### src/verilog/tape_pkg.sv
// Purpose: shared constants, types and state layouts of the tape serializer
// Assumes: 40 MHz system clock, eight register elements plus the output one
// Notes:   long counts except the debounce count are defaults for top-level parameters
package tape_pkg;

   // clock and timing figures in their own units
   localparam int CLK_HZ      = 40_000_000;
   localparam int POR_WAIT_MS = 300;
   localparam int BAUD        = 1050;
   localparam int DEB_TIME_US = 100;

   // derived cycle counts
   localparam int POR_CYCLES      = CLK_HZ / 1000 * POR_WAIT_MS;
   localparam int BIT_CYCLES      = CLK_HZ / BAUD;
   localparam int HALF_BIT_CYCLES = BIT_CYCLES / 2;
   localparam int STOP_CYCLES     = BIT_CYCLES;
   localparam int DEB_CYCLES      = CLK_HZ / 1_000_000 * DEB_TIME_US;

   // widths
   localparam int CODE_LEVELS = 8;
   localparam int SR_W        = CODE_LEVELS + 1;
   localparam int TMR_W       = 24;
   localparam int DEB_W       = 12;
   localparam int PCNT_W      = 4;

   // one clear pulse, then levels plus stop as advance pulses
   localparam logic [PCNT_W-1:0] LAST_PULSE = 4'h9;

   // level masks: five-level fixed marks, five-level data, eight-level unused
   localparam logic [CODE_LEVELS-1:0] FIVE_FIXED_MARK = 8'hc1;
   localparam logic [CODE_LEVELS-1:0] FIVE_DATA_LVLS  = 8'h3e;
   localparam logic [CODE_LEVELS-1:0] EIGHT_UNUSED    = 8'hc0;

   // reset values
   localparam logic [SR_W-1:0] SR_RESET = 9'h1ff;

   typedef enum logic [1:0] {
      ST_POR  = 2'b00,
      ST_STOP = 2'b01,
      ST_RUN  = 2'b10
   } dist_phase_e;

   typedef struct packed {
      logic [CODE_LEVELS-1:0] mark;
      logic                   univ;
   } reader_s;

   typedef struct packed {
      logic                   pickup_n;
      logic                   motor;
      logic                   high_speed;
      logic                   eight;
      logic [CODE_LEVELS-1:0] used;
   } cfg_pins_s;

   typedef struct packed {
      reader_s                     s1;
      reader_s                     s2;
      reader_s                     stable;
      logic [SR_W-1:0][DEB_W-1:0] cnt;
   } filt_st_s;

   typedef struct packed {
      logic             active;
      logic             done;
      logic [TMR_W-1:0] cnt;
   } shot_st_s;

   typedef struct packed {
      cfg_pins_s         s1;
      cfg_pins_s         s2;
      logic              pick_prev;
      dist_phase_e       phase;
      logic [TMR_W-1:0]  por_cnt;
      logic              por_pulse;
      logic [TMR_W-1:0]  tick_cnt;
      logic [PCNT_W-1:0] pulse_cnt;
      logic [SR_W-1:0]   sr;
      logic              line;
      logic              rts;
   } dist_st_s;

endpackage : tape_pkg

### src/verilog/contact_filter.sv
// Purpose: synchronise and debounce the reader mark and universal contacts
// Assumes: contacts are pins, outside the clock domain
// Notes:   a change must hold for the debounce time before it is accepted
`timescale 1ns/1ps
`default_nettype none
module contact_filter (
   // clock and reset
   input  wire logic              clk_sys_i,
   input  wire logic              rst_i,
   input  wire logic              ce_i,
   // contacts
   input  wire tape_pkg::reader_s raw_i,
   output var  tape_pkg::reader_s clean_o
);
   localparam int W = tape_pkg::SR_W;
   localparam int unsigned LASTV = tape_pkg::DEB_CYCLES - 1;
   localparam logic [tape_pkg::DEB_W-1:0] DEB_LAST =
      LASTV[tape_pkg::DEB_W-1:0];

   tape_pkg::filt_st_s q_reg;
   tape_pkg::filt_st_s q_next;
   logic [W-1:0]       s2_bits;
   logic [W-1:0]       st_bits;
   logic [W-1:0]       st_next;

   assign s2_bits = q_reg.s2;
   assign st_bits = q_reg.stable;

   always_comb begin
      q_next    = q_reg;
      st_next   = st_bits;
      q_next.s1 = raw_i;
      q_next.s2 = q_reg.s1;
      // per contact: count while differing, accept at the limit
      for (int k = 0; k < W; k++) begin
         if (s2_bits[k] == st_bits[k]) begin
            q_next.cnt[k] = '0;
         end else if (q_reg.cnt[k] == DEB_LAST) begin
            st_next[k]    = s2_bits[k]; // RULE_13
            q_next.cnt[k] = '0;
         end else begin
            q_next.cnt[k] = q_reg.cnt[k] + 1'b1;
         end
      end
      q_next.stable = st_next;
   end

   always_ff @(posedge clk_sys_i or posedge rst_i) begin
      if (rst_i) begin
         q_reg <= '0;
      end else if (ce_i) begin
         q_reg <= q_next;
      end
   end

   assign clean_o = q_reg.stable;

endmodule : contact_filter
`default_nettype wire

### src/verilog/one_shot.sv
// Purpose: retriggerable mono-stable timer with a trailing-edge pulse
// Assumes: trigger is a one-cycle pulse on the same clock
// Notes:   active lasts exactly CYCLES enabled cycles
`timescale 1ns/1ps
`default_nettype none
module one_shot #(
   parameter int unsigned CYCLES = 2
) (
   // clock and reset
   input  wire logic clk_sys_i,
   input  wire logic rst_i,
   input  wire logic ce_i,
   // timer
   input  wire logic trig_i,
   output logic      active_o,
   output logic      done_o
);
   localparam int TW = tape_pkg::TMR_W;
   localparam int unsigned LOADV = CYCLES - 1;
   localparam logic [TW-1:0] LOAD = LOADV[TW-1:0];

   tape_pkg::shot_st_s q_reg;
   tape_pkg::shot_st_s q_next;

   always_comb begin
      q_next      = q_reg;
      q_next.done = 1'b0;
      if (trig_i) begin
         q_next.active = 1'b1;
         q_next.cnt    = LOAD;
      end else if (q_reg.active) begin
         if (q_reg.cnt == '0) begin
            q_next.active = 1'b0;
            q_next.done   = 1'b1;
         end else begin
            q_next.cnt = q_reg.cnt - 1'b1;
         end
      end
   end

   always_ff @(posedge clk_sys_i or posedge rst_i) begin
      if (rst_i) begin
         q_reg <= '0;
      end else if (ce_i) begin
         q_reg <= q_next;
      end
   end

   assign active_o = q_reg.active;
   assign done_o   = q_reg.done;

endmodule : one_shot
`default_nettype wire

### src/verilog/start_stop_tape_serializer.sv
// Purpose: sending distributor and converter of a start-stop tape sender
// Assumes: reader contacts, pickup and switches arrive as raw pins
// Notes:   line_drive_o high asks the polar driver for space
`timescale 1ns/1ps
`default_nettype none

// Overview of operation
// RULE_01: after power-on wait 300 ms, then one pulse forces the line to mark.
// RULE_02: pickup pulse is shaped, inverted and halts the advance oscillator.
// RULE_03: pickup pulse starts a stop timer about one stop unit long.
// RULE_04: stop timer end, through an open start gate, starts the oscillator.
// RULE_05: start gate is open only while the universal contact is closed.
// RULE_06: with no tape, no oscillator start and the line stays at mark.
// RULE_07: half-bit sample delay from start so the start space comes first.
// RULE_08: at the sample strobe closed contacts set elements, open stay zero.
// RULE_09: first pulse in sample delay clears, later pulses advance.
// RULE_10: output element takes no code bit; clearing it makes the start space.
// RULE_11: each advance shifts the register toward the output, level 0 first.
// RULE_12: ones follow the last bit so the line holds stop until next clear.
// RULE_13: reader contacts are debounced before entering the register.
// RULE_14: serial output is inverted before the line driver.
// RULE_15: request-to-send follows the motor switch, or stays on at high speed.
// RULE_16: five-level frames send level 0 and levels 6, 7 as mark.
// RULE_17: eight-level: unused level 0 is space, unused 6 and 7 are mark.
// RULE_18: per character one clear pulse then nine advance pulses.
// RULE_19: bit ticks come from the system clock, restarted at each start.
module start_stop_tape_serializer #(
   parameter int unsigned POR_CYC  = tape_pkg::POR_CYCLES,
   parameter int unsigned BIT_CYC  = tape_pkg::BIT_CYCLES,
   parameter int unsigned HALF_CYC = tape_pkg::HALF_BIT_CYCLES,
   parameter int unsigned STOP_CYC = tape_pkg::STOP_CYCLES
) (
   // clock and reset
   input  wire logic       clk_sys_i,
   input  wire logic       rst_i,
   input  wire logic       ce_i,
   // tape reader
   input  wire logic [7:0] mark_contact_i,
   input  wire logic       univ_contact_i,
   input  wire logic       pickup_n_i,
   // variant and switches
   input  wire logic       eight_level_i,
   input  wire logic [7:0] level_used_i,
   input  wire logic       motor_switch_i,
   input  wire logic       high_speed_i,
   // data set
   output logic            line_drive_o,
   output logic            rts_o,
   // status
   output logic            sample_o,
   output logic            running_o
);
   localparam int TW = tape_pkg::TMR_W;
   localparam int unsigned POR_LV = POR_CYC - 1;
   localparam int unsigned BIT_LV = BIT_CYC - 1;
   localparam logic [TW-1:0] POR_LAST = POR_LV[TW-1:0];
   localparam logic [TW-1:0] BIT_LAST = BIT_LV[TW-1:0];

   tape_pkg::dist_st_s q_reg;
   tape_pkg::dist_st_s q_next;
   tape_pkg::reader_s  raw_rd;
   tape_pkg::reader_s  clean_rd;
   tape_pkg::cfg_pins_s pins;

   logic       pick_lvl;
   logic       pickup_evt;
   logic       stop_active;
   logic       stop_done;
   logic       start_evt;
   logic       sample_active;
   logic       sample_strobe;
   logic       tick;
   logic       clear_p;
   logic       adv_p;
   logic [7:0] code_bits;

   assign raw_rd.mark = mark_contact_i;
   assign raw_rd.univ = univ_contact_i;

   assign pins.pickup_n   = pickup_n_i;
   assign pins.motor      = motor_switch_i;
   assign pins.high_speed = high_speed_i;
   assign pins.eight      = eight_level_i;
   assign pins.used       = level_used_i;

   contact_filter u_filter (
      .clk_sys_i (clk_sys_i),
      .rst_i     (rst_i),
      .ce_i      (ce_i),
      .raw_i     (raw_rd),
      .clean_o   (clean_rd)
   );

   // stop interval, begun by each character pulse after the power-on wait
   one_shot #(
      .CYCLES (STOP_CYC)
   ) u_stop_timer (
      .clk_sys_i (clk_sys_i),
      .rst_i     (rst_i),
      .ce_i      (ce_i),
      .trig_i    (pickup_evt), // RULE_03
      .active_o  (stop_active),
      .done_o    (stop_done)
   );

   // half-bit delay between start space and character sampling
   one_shot #(
      .CYCLES (HALF_CYC)
   ) u_sample_delay (
      .clk_sys_i (clk_sys_i),
      .rst_i     (rst_i),
      .ce_i      (ce_i),
      .trig_i    (start_evt), // RULE_07
      .active_o  (sample_active),
      .done_o    (sample_strobe)
   );

   // code value per level, by variant and used-level straps
   for (genvar k = 0; k < 8; k++) begin : g_level
      always_comb begin
         if (!q_reg.s2.eight) begin
            code_bits[k] = tape_pkg::FIVE_FIXED_MARK[k] |
                           (tape_pkg::FIVE_DATA_LVLS[k] &
                            clean_rd.mark[k]); // RULE_16
         end else if (q_reg.s2.used[k]) begin
            code_bits[k] = clean_rd.mark[k]; // RULE_08
         end else begin
            code_bits[k] = tape_pkg::EIGHT_UNUSED[k]; // RULE_17
         end
      end
   end

   // pickup pin is active low: invert, then take the leading edge
   assign pick_lvl   = ~q_reg.s2.pickup_n; // RULE_02
   assign pickup_evt = pick_lvl & ~q_reg.pick_prev &
                       (q_reg.phase != tape_pkg::ST_POR);

   // start gate held by the universal contact
   assign start_evt = stop_done & clean_rd.univ & ~pickup_evt &
                      (q_reg.phase == tape_pkg::ST_STOP); // RULE_04 RULE_05

   assign tick    = (q_reg.phase == tape_pkg::ST_RUN) &&
                    (q_reg.tick_cnt == '0);
   assign clear_p = tick & sample_active; // RULE_09
   assign adv_p   = tick & ~sample_active; // RULE_09

   always_comb begin
      q_next           = q_reg;
      q_next.s1        = pins;
      q_next.s2        = q_reg.s1;
      q_next.pick_prev = pick_lvl;
      q_next.por_pulse = 1'b0;
      case (q_reg.phase)
         tape_pkg::ST_POR: begin
            if (q_reg.por_cnt == POR_LAST) begin
               q_next.por_pulse = 1'b1; // RULE_01
               q_next.phase     = tape_pkg::ST_STOP;
            end else begin
               q_next.por_cnt = q_reg.por_cnt + 1'b1;
            end
         end
         tape_pkg::ST_STOP: begin
            if (start_evt) begin // RULE_06
               q_next.phase     = tape_pkg::ST_RUN;
               q_next.tick_cnt  = '0; // RULE_19
               q_next.pulse_cnt = '0;
            end
         end
         tape_pkg::ST_RUN: begin
            if (q_reg.tick_cnt == BIT_LAST) begin
               q_next.tick_cnt = '0;
            end else begin
               q_next.tick_cnt = q_reg.tick_cnt + 1'b1; // RULE_19
            end
            if (pickup_evt) begin
               q_next.phase = tape_pkg::ST_STOP; // RULE_02
            end else if (tick) begin
               q_next.pulse_cnt = q_reg.pulse_cnt + 1'b1;
               if (q_reg.pulse_cnt == tape_pkg::LAST_PULSE) begin
                  q_next.phase = tape_pkg::ST_STOP; // RULE_18
               end
            end
         end
         default: begin
            q_next.phase = tape_pkg::ST_POR;
         end
      endcase

      // signal register, index 0 is the output element
      if (q_reg.por_pulse) begin
         q_next.sr[0] = 1'b1; // RULE_01
      end
      if (clear_p) begin
         q_next.sr = '0; // RULE_10
      end else if (adv_p) begin
         q_next.sr = {1'b1, q_reg.sr[8:1]}; // RULE_11 RULE_12
      end
      if (sample_strobe) begin
         q_next.sr[8:1] = q_next.sr[8:1] | code_bits; // RULE_08
      end

      q_next.line = ~q_next.sr[0]; // RULE_14
      q_next.rts  = q_reg.s2.high_speed | q_reg.s2.motor; // RULE_15
   end

   always_ff @(posedge clk_sys_i or posedge rst_i) begin
      if (rst_i) begin
         q_reg       <= '0;
         q_reg.phase <= tape_pkg::ST_POR;
         q_reg.sr    <= tape_pkg::SR_RESET;
         q_reg.s1.pickup_n <= 1'b1;
         q_reg.s2.pickup_n <= 1'b1;
      end else if (ce_i) begin
         q_reg <= q_next;
      end
   end

   assign line_drive_o = q_reg.line;
   assign rts_o        = q_reg.rts;
   assign sample_o     = sample_strobe;
   assign running_o    = (q_reg.phase == tape_pkg::ST_RUN);
endmodule : start_stop_tape_serializer
`default_nettype wire

### config.mk
export PLATFORM = sky130hd
export DESIGN_NAME = start_stop_tape_serializer
export DESIGN_NICKNAME = d
export VERILOG_FILES = /design/src/verilog/tape_pkg.sv /design/src/verilog/contact_filter.sv /design/src/verilog/one_shot.sv /design/src/verilog/start_stop_tape_serializer.sv
export SDC_FILE = /design/constraint.sdc
export NUM_CORES = 1
export LEC_CHECK = 0
export ABC_AREA = 1
export BUFFER_PORTS_ARGS = -buffer_cell sky130_fd_sc_hd__buf_4
export CORE_MARGIN = 2
export CORE_UTILIZATION = 45
export DETAILED_ROUTE_END_ITERATION = 10
export GPL_ROUTABILITY_DRIVEN = 0
export SYNTH_ARGS = -nofsm -noshare
export SYNTH_HDL_FRONTEND = slang
export SYNTH_SLANG_ARGS = --single-unit
### constraint.sdc
create_clock -name clk_sys_i -period 14.4 [get_ports clk_sys_i]
set_clock_uncertainty 0.1 [all_clocks]
set_input_delay 1.44 -clock clk_sys_i [delete_from_list [all_inputs] [get_ports clk_sys_i]]
set_output_delay 1.44 -clock clk_sys_i [all_outputs]
set_load 0.02 [all_outputs]
; Word-level counts from Yosys, hierarchy flattened
; Cells that the tools add are included.
[totals]
in_bits = 24
latchBits = 0
mem_count = 0
output_inout_bits = 4
wordCells = 203
ram_bits = 0
register_bits = 278
rom_bits = 0
[op_classes]
n_mux = 63
n_addsub = 14
bitwise = 24
n_shift = 0
magnitude_cmp = 0
eq_ne = 31
n_mul = 0
n_reduce_logical = 24
div = 0
[op_table]
columns = operator, n
row1 = $mux W12, 18
row2 = $mux W24, 5
row3 = $add A12 B1 Y12 const B, 9
row4 = $eq A12 B12 Y1 const B, 9
row5 = $logic_not A24 Y1, 3
row6 = $pmux W28 S2, 1
row7 = $mux W26, 2
row8 = $add A24 B1 Y24 const B, 2
row9 = $sub A24 B1 Y24 const B, 2
row10 = $reduce_and A3 Y1, 13
row11 = $mux W28, 1
row12 = $eq A24 B16 Y1 const B, 1
row13 = $eq A24 B24 Y1 const B, 1
row14 = $mux W1, 23
row15 = $mux W9, 2
row16 = $not A1 Y1, 15
row17 = $mux W2, 7
row18 = $ne A2 B2 Y1 const B, 5
row19 = $reduce_and A5 Y1, 2
row20 = $eq A1 B1 Y1, 9
row21 = $mux W4, 2
row22 = $mux W8, 1
row23 = $or A8 B8 Y8, 1
row24 = $reduce_bool A2 Y1, 4
row25 = other kinds (11), 18

; Logic depth before layout (Yosys ltp)
; Gate-level depths: netlist of run 1.
[logic_depth]
depth_word = 8
mapped_depth = 13
mapped_depth_nobuf = 12

; Cells and area by module
; From an unflattened synthesis of run 1, not the netlist that was laid out.
[hier_totals]
cells_unflattened = 2199
area_unflattened_um2 = 16283.1
[by_module_without_submodules]
columns = module, cells_per_inst, area_each_um2, seq_area_each_um2, n_inst
row1 = contact_filter, 930, 7359.6, 3378.2, 1
row2 = start_stop_tape_serializer, 749, 5398.9, 2290.9, 1
row3 = one_shot (u_sample_delay), 268, 1818.0, 650.6, 1
row4 = one_shot (u_stop_timer), 252, 1706.6, 650.6, 1

; Worst setup path before layout of run 1
; OpenSTA, ideal clock, no wires.
[synth_path]
path_kind = register to output
from = register q_reg[64] in the netlist's numbering
to = output port running_o
slack_ns = 11.800
required_time_ns = 12.860
path_stages_with_launch = 5
path_buffers = 1
arrival_ns = 1.060
cell_sequence = dfrtp_1 -> inv_2 -> nand2_1 -> inv_1 -> clkbuf_1
[synth_between]
elab_chain_cells = 1
[synth_lines]
columns = item, line
row1 = from (decl), start_stop_tape_serializer.sv:59  ; tape_pkg::dist_st_s q_reg;
row2 = from (signal assigned), start_stop_tape_serializer.sv:214  ; q_reg <= q_next;
row3 = $eq A2 B2 Y1, start_stop_tape_serializer.sv:221  ; assign running_o = (q_reg.phase == tape_pkg::ST_RUN);
row4 = to (decl), start_stop_tape_serializer.sv:51  ; output logic running_o
; Every way passes these cells.

==> results of run 1 <==
==> power groups by stage <==
| stage | logic (mW) | registers (mW) | clock network [mW] |
|---|---|---|---|
| final | 0.556 | 0.974 | 0.846 |
| after global routing | 0.647 | 0.988 | 0.901 |
| after CTS | 0.555 | 0.973 | 0.875 |
| after detailed placement | 0.552 | 0.985 | 0 |
| after global placement | 0.543 | 0.984 | 0 |
| after floorplan | 0.445 | 0.958 | 0 |
==> per-stage QoR <==
step	power, mW	std cells	hold slack (ps)
global route	2.536	2618	385.5
global placement	1.527	2557	353.6
floorplan	1.403	2121	342.2
finish	2.376	2618	368.1
CTS	2.403	2618	369.9
detailed placement	1.538	2557	359.1
==> synthesized netlist by cell type, types with 3 or more instances <==
library cell,count,share of area
a21oi_1,64,0.021
a31oi_1,8,0.0032
a41oi_1,5,0.0028
buf_1,5,0.0012
buf_2,21,0.0067
buf_4,8,0.0039
buf_6,5,0.0036
clkbuf_1,12,0.0029
dfrtp_1,267,0.43
dfstp_2,11,0.019
ha_1,19,0.015
inv_1,221,0.053
inv_2,6,0.0014
mux2i_1,8,0.0051
nand2_1,602,0.15
nand2_2,6,0.0024
nand3_1,141,0.045
nand3_2,3,0.0019
nand3b_1,7,0.0034
nand4_1,59,0.024
nor2_1,330,0.079
nor2_2,8,0.0032
nor2_4,3,0.0022
nor3_1,52,0.017
nor3b_1,7,0.0034
nor4_1,7,0.0028
o211ai_1,5,0.0024
o21a_1,11,0.0053
o21ai_0,107,0.034
o21ai_1,7,0.0022
o21ai_2,9,0.0051
or2_2,9,0.0036
xnor2_1,8,0.0045
xor2_1,63,0.035
==> area by class of cell <==
type	instances	area share
Sequential cell	278	0.4050
Timing Repair Buffer	33	0.01440
Tap cell	455	0.03308
Multi-Input combinational cell	1562	0.4329
Clock inverter	15	0.007852
Clock buffer	46	0.05620
Inverter	229	0.05053
==> cells by family after synthesis <==
family                     count (synthesis)
and+or+nand+nor                         1240
xor gates and xnor gates                  71
DFF                                      278
muxes                                      8
AOI/OAI and AO/OA                        224
buffers and inverters                    281
adders and majority gates                 19
==> worst register-to-register path, delay by kind of cell, from the launching register on <==
kind	cells	cell delay (ps)
simple gates	5	1590
buf+inv	1	390
compound gates	1	250
flops	1	540
==> routing by layer <==
layer  global-route usage  vias to the layer above
met5                    0                        -
met2               0.3241                      238
met4              0.06619                        0
met1               0.2728                     6193
met3              0.02896                       57
li1                     -                     6821
==> worst max path at each step <==
stage | end | slack (ps) | from
2_1_floorplan | line_drive_o | 5210 | rst_i
3_3_place_gp | q_reg[69] | 10040 | rst_i
3_5_place_dp | u_filter.clean_o[2] | 10020 | rst_i
4_1_cts | u_filter.q_reg[38] | 10600 | rst_i
5_1_grt | u_filter.clean_o[2] | 10250 | rst_i
6_report | u_filter.clean_o[2] | 10810 | rst_i
==> reports/metrics.cfg, run 1 <==
[run_status]
status=finished, final reports clean

[setup_path]
timing.rr.end=q_reg[19]
critPathSlowestCell=buf_4
crit_fanout=136
cp_common_cell=buf_4
critical_path_class=input pin to asynchronous set/reset pin
reg2reg_from=q_reg[78]
regToRegSetupSlack_ps=11430
path_cells=buf_4 > inv_8 > buf_4 > buf_4
worstPathArrival_ps=4000
cp_top_family=buffers and inverters
cp.depth=4
start_kind=input pin
path_buf_inv=4
end_kind=asynchronous set/reset pin
critPathMaxStageDelay_ps=880
reg2regPathDepth=7
cp.required_ps=14810

[synth]
synthCells=2121
syn_nets=2164
syn-cell-area_sq_mm=0.01558
yosysSeqAreaShare=0.4474
async_flop_share=1.000
synth_top_family_by_area=simple AND/OR/NAND/NOR gates
synth_fa_ha_area_frac=0.01526
synth_xor_area_frac=0.03991
yosys_warnings=0
synth-simple-area-share=0.3378
synth_compound_gate_area_share=0.07998
syn_area_per_cell_sq_um=7.346
synth.distinct_cells=48
synthMuxAreaShare=0.005139
synth-main-ff-cell=dfrtp_1
synth_edf_count=0
ys_ff_latch=278

[pwr]
intPower_mw=1.564
power.density_mw_per_mm2=138.1
cellLeakagePower_nw=8.340
clkPwrFrac=0.356
combPwrFrac=0.234
pwr-share-seq=0.410
p_switching_mw=0.8119
vdd_drop_max_uv=90.36
p_sw_frac=0.3417

[route]
drt_iter0_drc=894
viasPerCell=5.084
met2_wirelength_microns=15640
vias=13309
top_layer=met4
met3_length_microns=1433
m1WireLength_microns=16820
drc=0
wl_microns=34690
ant_nets=0
wl_per_cell_microns=13.25
drt_first_pass_iters=6

[finish]
final_common_cell=nand2_1
drive_gt1_frac=0.06981
diodes=0
multiInputGateArea_sq_mm=0.007450
final_cell_mix=602 x nand2_1, 330 x nor2_1, 267 x dfrtp_1
register_area_sq_mm=0.006970
synthToLayoutAreaGrowth_pct=10.45
nNetsFinal=2181
n_fill_cell=3367
final_area_sq_mm=0.01721
fin_util=0.5019
largest_reg_flops=117

[timing]
min_period_ps=3590
finalCritPeriodShare=0.2493
relSlewSlack=0.3273
worst_pin_slew_ps=1009
maxSlewViolCount=0
setup_slack_ps=10810
hold_viol=0
fmax_mhz=278.5
rsz0062_at_grt=no
setup_violations=0
setup-tns-final_ps=0

[global_route]
grt_first_pass_wirelength_microns=59770
antenna_found_initial=0
grt_max_degree=137
grt_pass1_vias=12579
grt_use_total=0.1990
grt_overflow=0

[hold_path]
min_path_type=register to register
holdPathEnd=q_reg[4]
hold_depth=2
hold_start=q_reg[4]

[clock_network]
htreeDepth=2
clock_tree.buffer_depth=3
cts_tree=built
cts_buffers=34
clock_latency_ps=540
post_cts_buffers=0
clockRootBuffer=clkbuf_16
path_clk_slew_ps=60
post_cts_resized=0
cts.sinks=278
cts-hold-fix-buffers=0

[floorplanning]
rows=68
initial_core_util=0.4544
die_height_microns=190.1
die_w_microns=190.1
core_area_sq_mm=0.03429
die-area_sq_mm=0.03613
ioPinCount=28

[placement]
pre_cts_ws_ps=10020
io_buffers=27
place_area_sq_mm=0.01611
hpwlAfterDp_microns=23470

[run]
cap_violations=0

Note: power is estimated with default switching activity, not from simulation.
==> run 2, diff against run 1 <==
==> constraint.sdc (replaced) <==
create_clock -name clk_sys_i -period 2.9 [get_ports clk_sys_i]
set_clock_uncertainty 0.1 [all_clocks]
set_input_delay 0.29 -clock clk_sys_i [delete_from_list [all_inputs] [get_ports clk_sys_i]]
set_output_delay 0.29 -clock clk_sys_i [all_outputs]
set_load 0.02 [all_outputs]
==> reports/metrics.cfg, run 2 (synthesis results as in run 1) <==
[timing]
hold_viol=0
maxSlewViolCount=0
fmax_mhz=444.6
rsz0062_at_grt=no
setup_violations=0
min_period_ps=2249
setup_slack_ps=650.9
worst_pin_slew_ps=816.3
relSlewSlack=0.4547
finalCritPeriodShare=0.7755

[setup_path]
timing.rr.end=u_sample_delay.active_o
cp.required_ps=3170
crit_fanout=23
regToRegSetupSlack_ps=650
reg2regPathDepth=11
end_kind=register
worstSetupEndpoint=u_sample_delay.active_o
start_kind=register
startpoint=u_sample_delay.q_reg[0]
worstPathArrival_ps=2520
critical_path_class=register to register
reg2reg_from=u_sample_delay.q_reg[0]

[route]
wl_per_cell_microns=13.31
vias=13581
viasPerCell=5.117
drc=0
drt_first_pass_iters=5
drt_iter0_drc=915
ant_nets=0
wl_microns=35330

[finish]
final_common_cell=nand2_1
final_cell_mix=602 x nand2_1, 330 x nor2_1, 267 x dfrtp_1
drive_gt1_frac=0.07412
largest_reg_flops=117
synthToLayoutAreaGrowth_pct=13.44
nNetsFinal=2218
diodes=0

[pwr]
cellLeakagePower_nw=8.550
power.total_mw=12.00
vdd_drop_max_uv=584.6
power.density_mw_per_mm2=678.7

[placement]
hpwlAfterDp_microns=24940
pre_cts_ws_ps=548.9
io_buffers=27

[hold_path]
min_path_type=input pin to register

[global_route]
grt_overflow=0
grt_use_total=0.2043
grt_max_degree=92
grt_first_pass_wirelength_microns=61740
grt_pass1_vias=13079
antenna_found_initial=0

[floorplanning]
die_w_microns=190.1
die_height_microns=190.1
rows=68
core_area_sq_mm=0.03429
initial_core_util=0.4544
ioPinCount=28
die-area_sq_mm=0.03613

[clock_network]
clock_tree.buffer_depth=3
clockRootBuffer=clkbuf_16
cts.sinks=278
path_clk_slew_ps=60
cts_tree=built
htreeDepth=2
clock_latency_ps=530
post_cts_buffers=0
cts_buffers=35
cts-hold-fix-buffers=22
post_cts_resized=0

[run_status]
status=finished, final reports clean

[run]
cap_violations=0

[run 2: metal layers]
metal | global-route usage | share of wire
met5 | 0 | 0
met2 | 0.3419 | 0.46
met3 | 0.02749 | 0.033
met1 | 0.2775 | 0.48
met4 | 0.05903 | 0.021
[run 2: where the power goes]
part           internal (mW)  switching (mW)
Combinational          0.923            1.88
Clock                   2.70            1.66
Sequential              4.37           0.467
[run 2: cell type report]
cell class,instances,area (sq um)
clock buffers,51,1016
clock inverters,10,143.9
fillers,3339,16610
inverters,229,865.8
multi-input cells,1562,7450
flip-flops and latches,278,6970
well taps,455,569.3
repair buffers,69,660.6
[run 2: worst min path at each step]
stage / startpoint / to / cells past startpoint / slack (ps)
2_1_floorplan: pickup_n_i / q_next[78] / 2 / 300
3_3_place_gp: q_reg[8] / q_reg[8] / 2 / 360
3_5_place_dp: u_filter.q_next[123] / u_filter.q_next[123] / 2 / 360
4_1_cts: ce_i / q_reg[10] / 3 / 30
5_1_grt: ce_i / q_reg[9] / 3 / 90
6_report: ce_i / q_reg[10] / 3 / 50
[run 2: critical path, stage by stage (launching register included)]
cell	delay, ps
dfrtp_1	360
inv_1	150
ha_1	170
inv_1	40
nor2_1	70
nand3_1	60
nor2_1	130
nand2_1	100
nand2_2	100
nand2_2	280
inv_2	390
o21ai_0	140
[run 2: stage by stage]
stage	hold slack, ps	cells	cell area, sq um	TNS [ps]	utilization
2_1_floorplan	304.4	2121	15580	-311830	-
3_3_place_gp	357.3	2571	16300	0	0.4753
3_5_place_dp	358.9	2571	16300	0	0.4753
4_1_cts	32.76	2654	17680	0	0.5155
5_1_grt	88.38	2654	17680	0	0.5155
6_report	53.02	2654	17680	0	0.5155
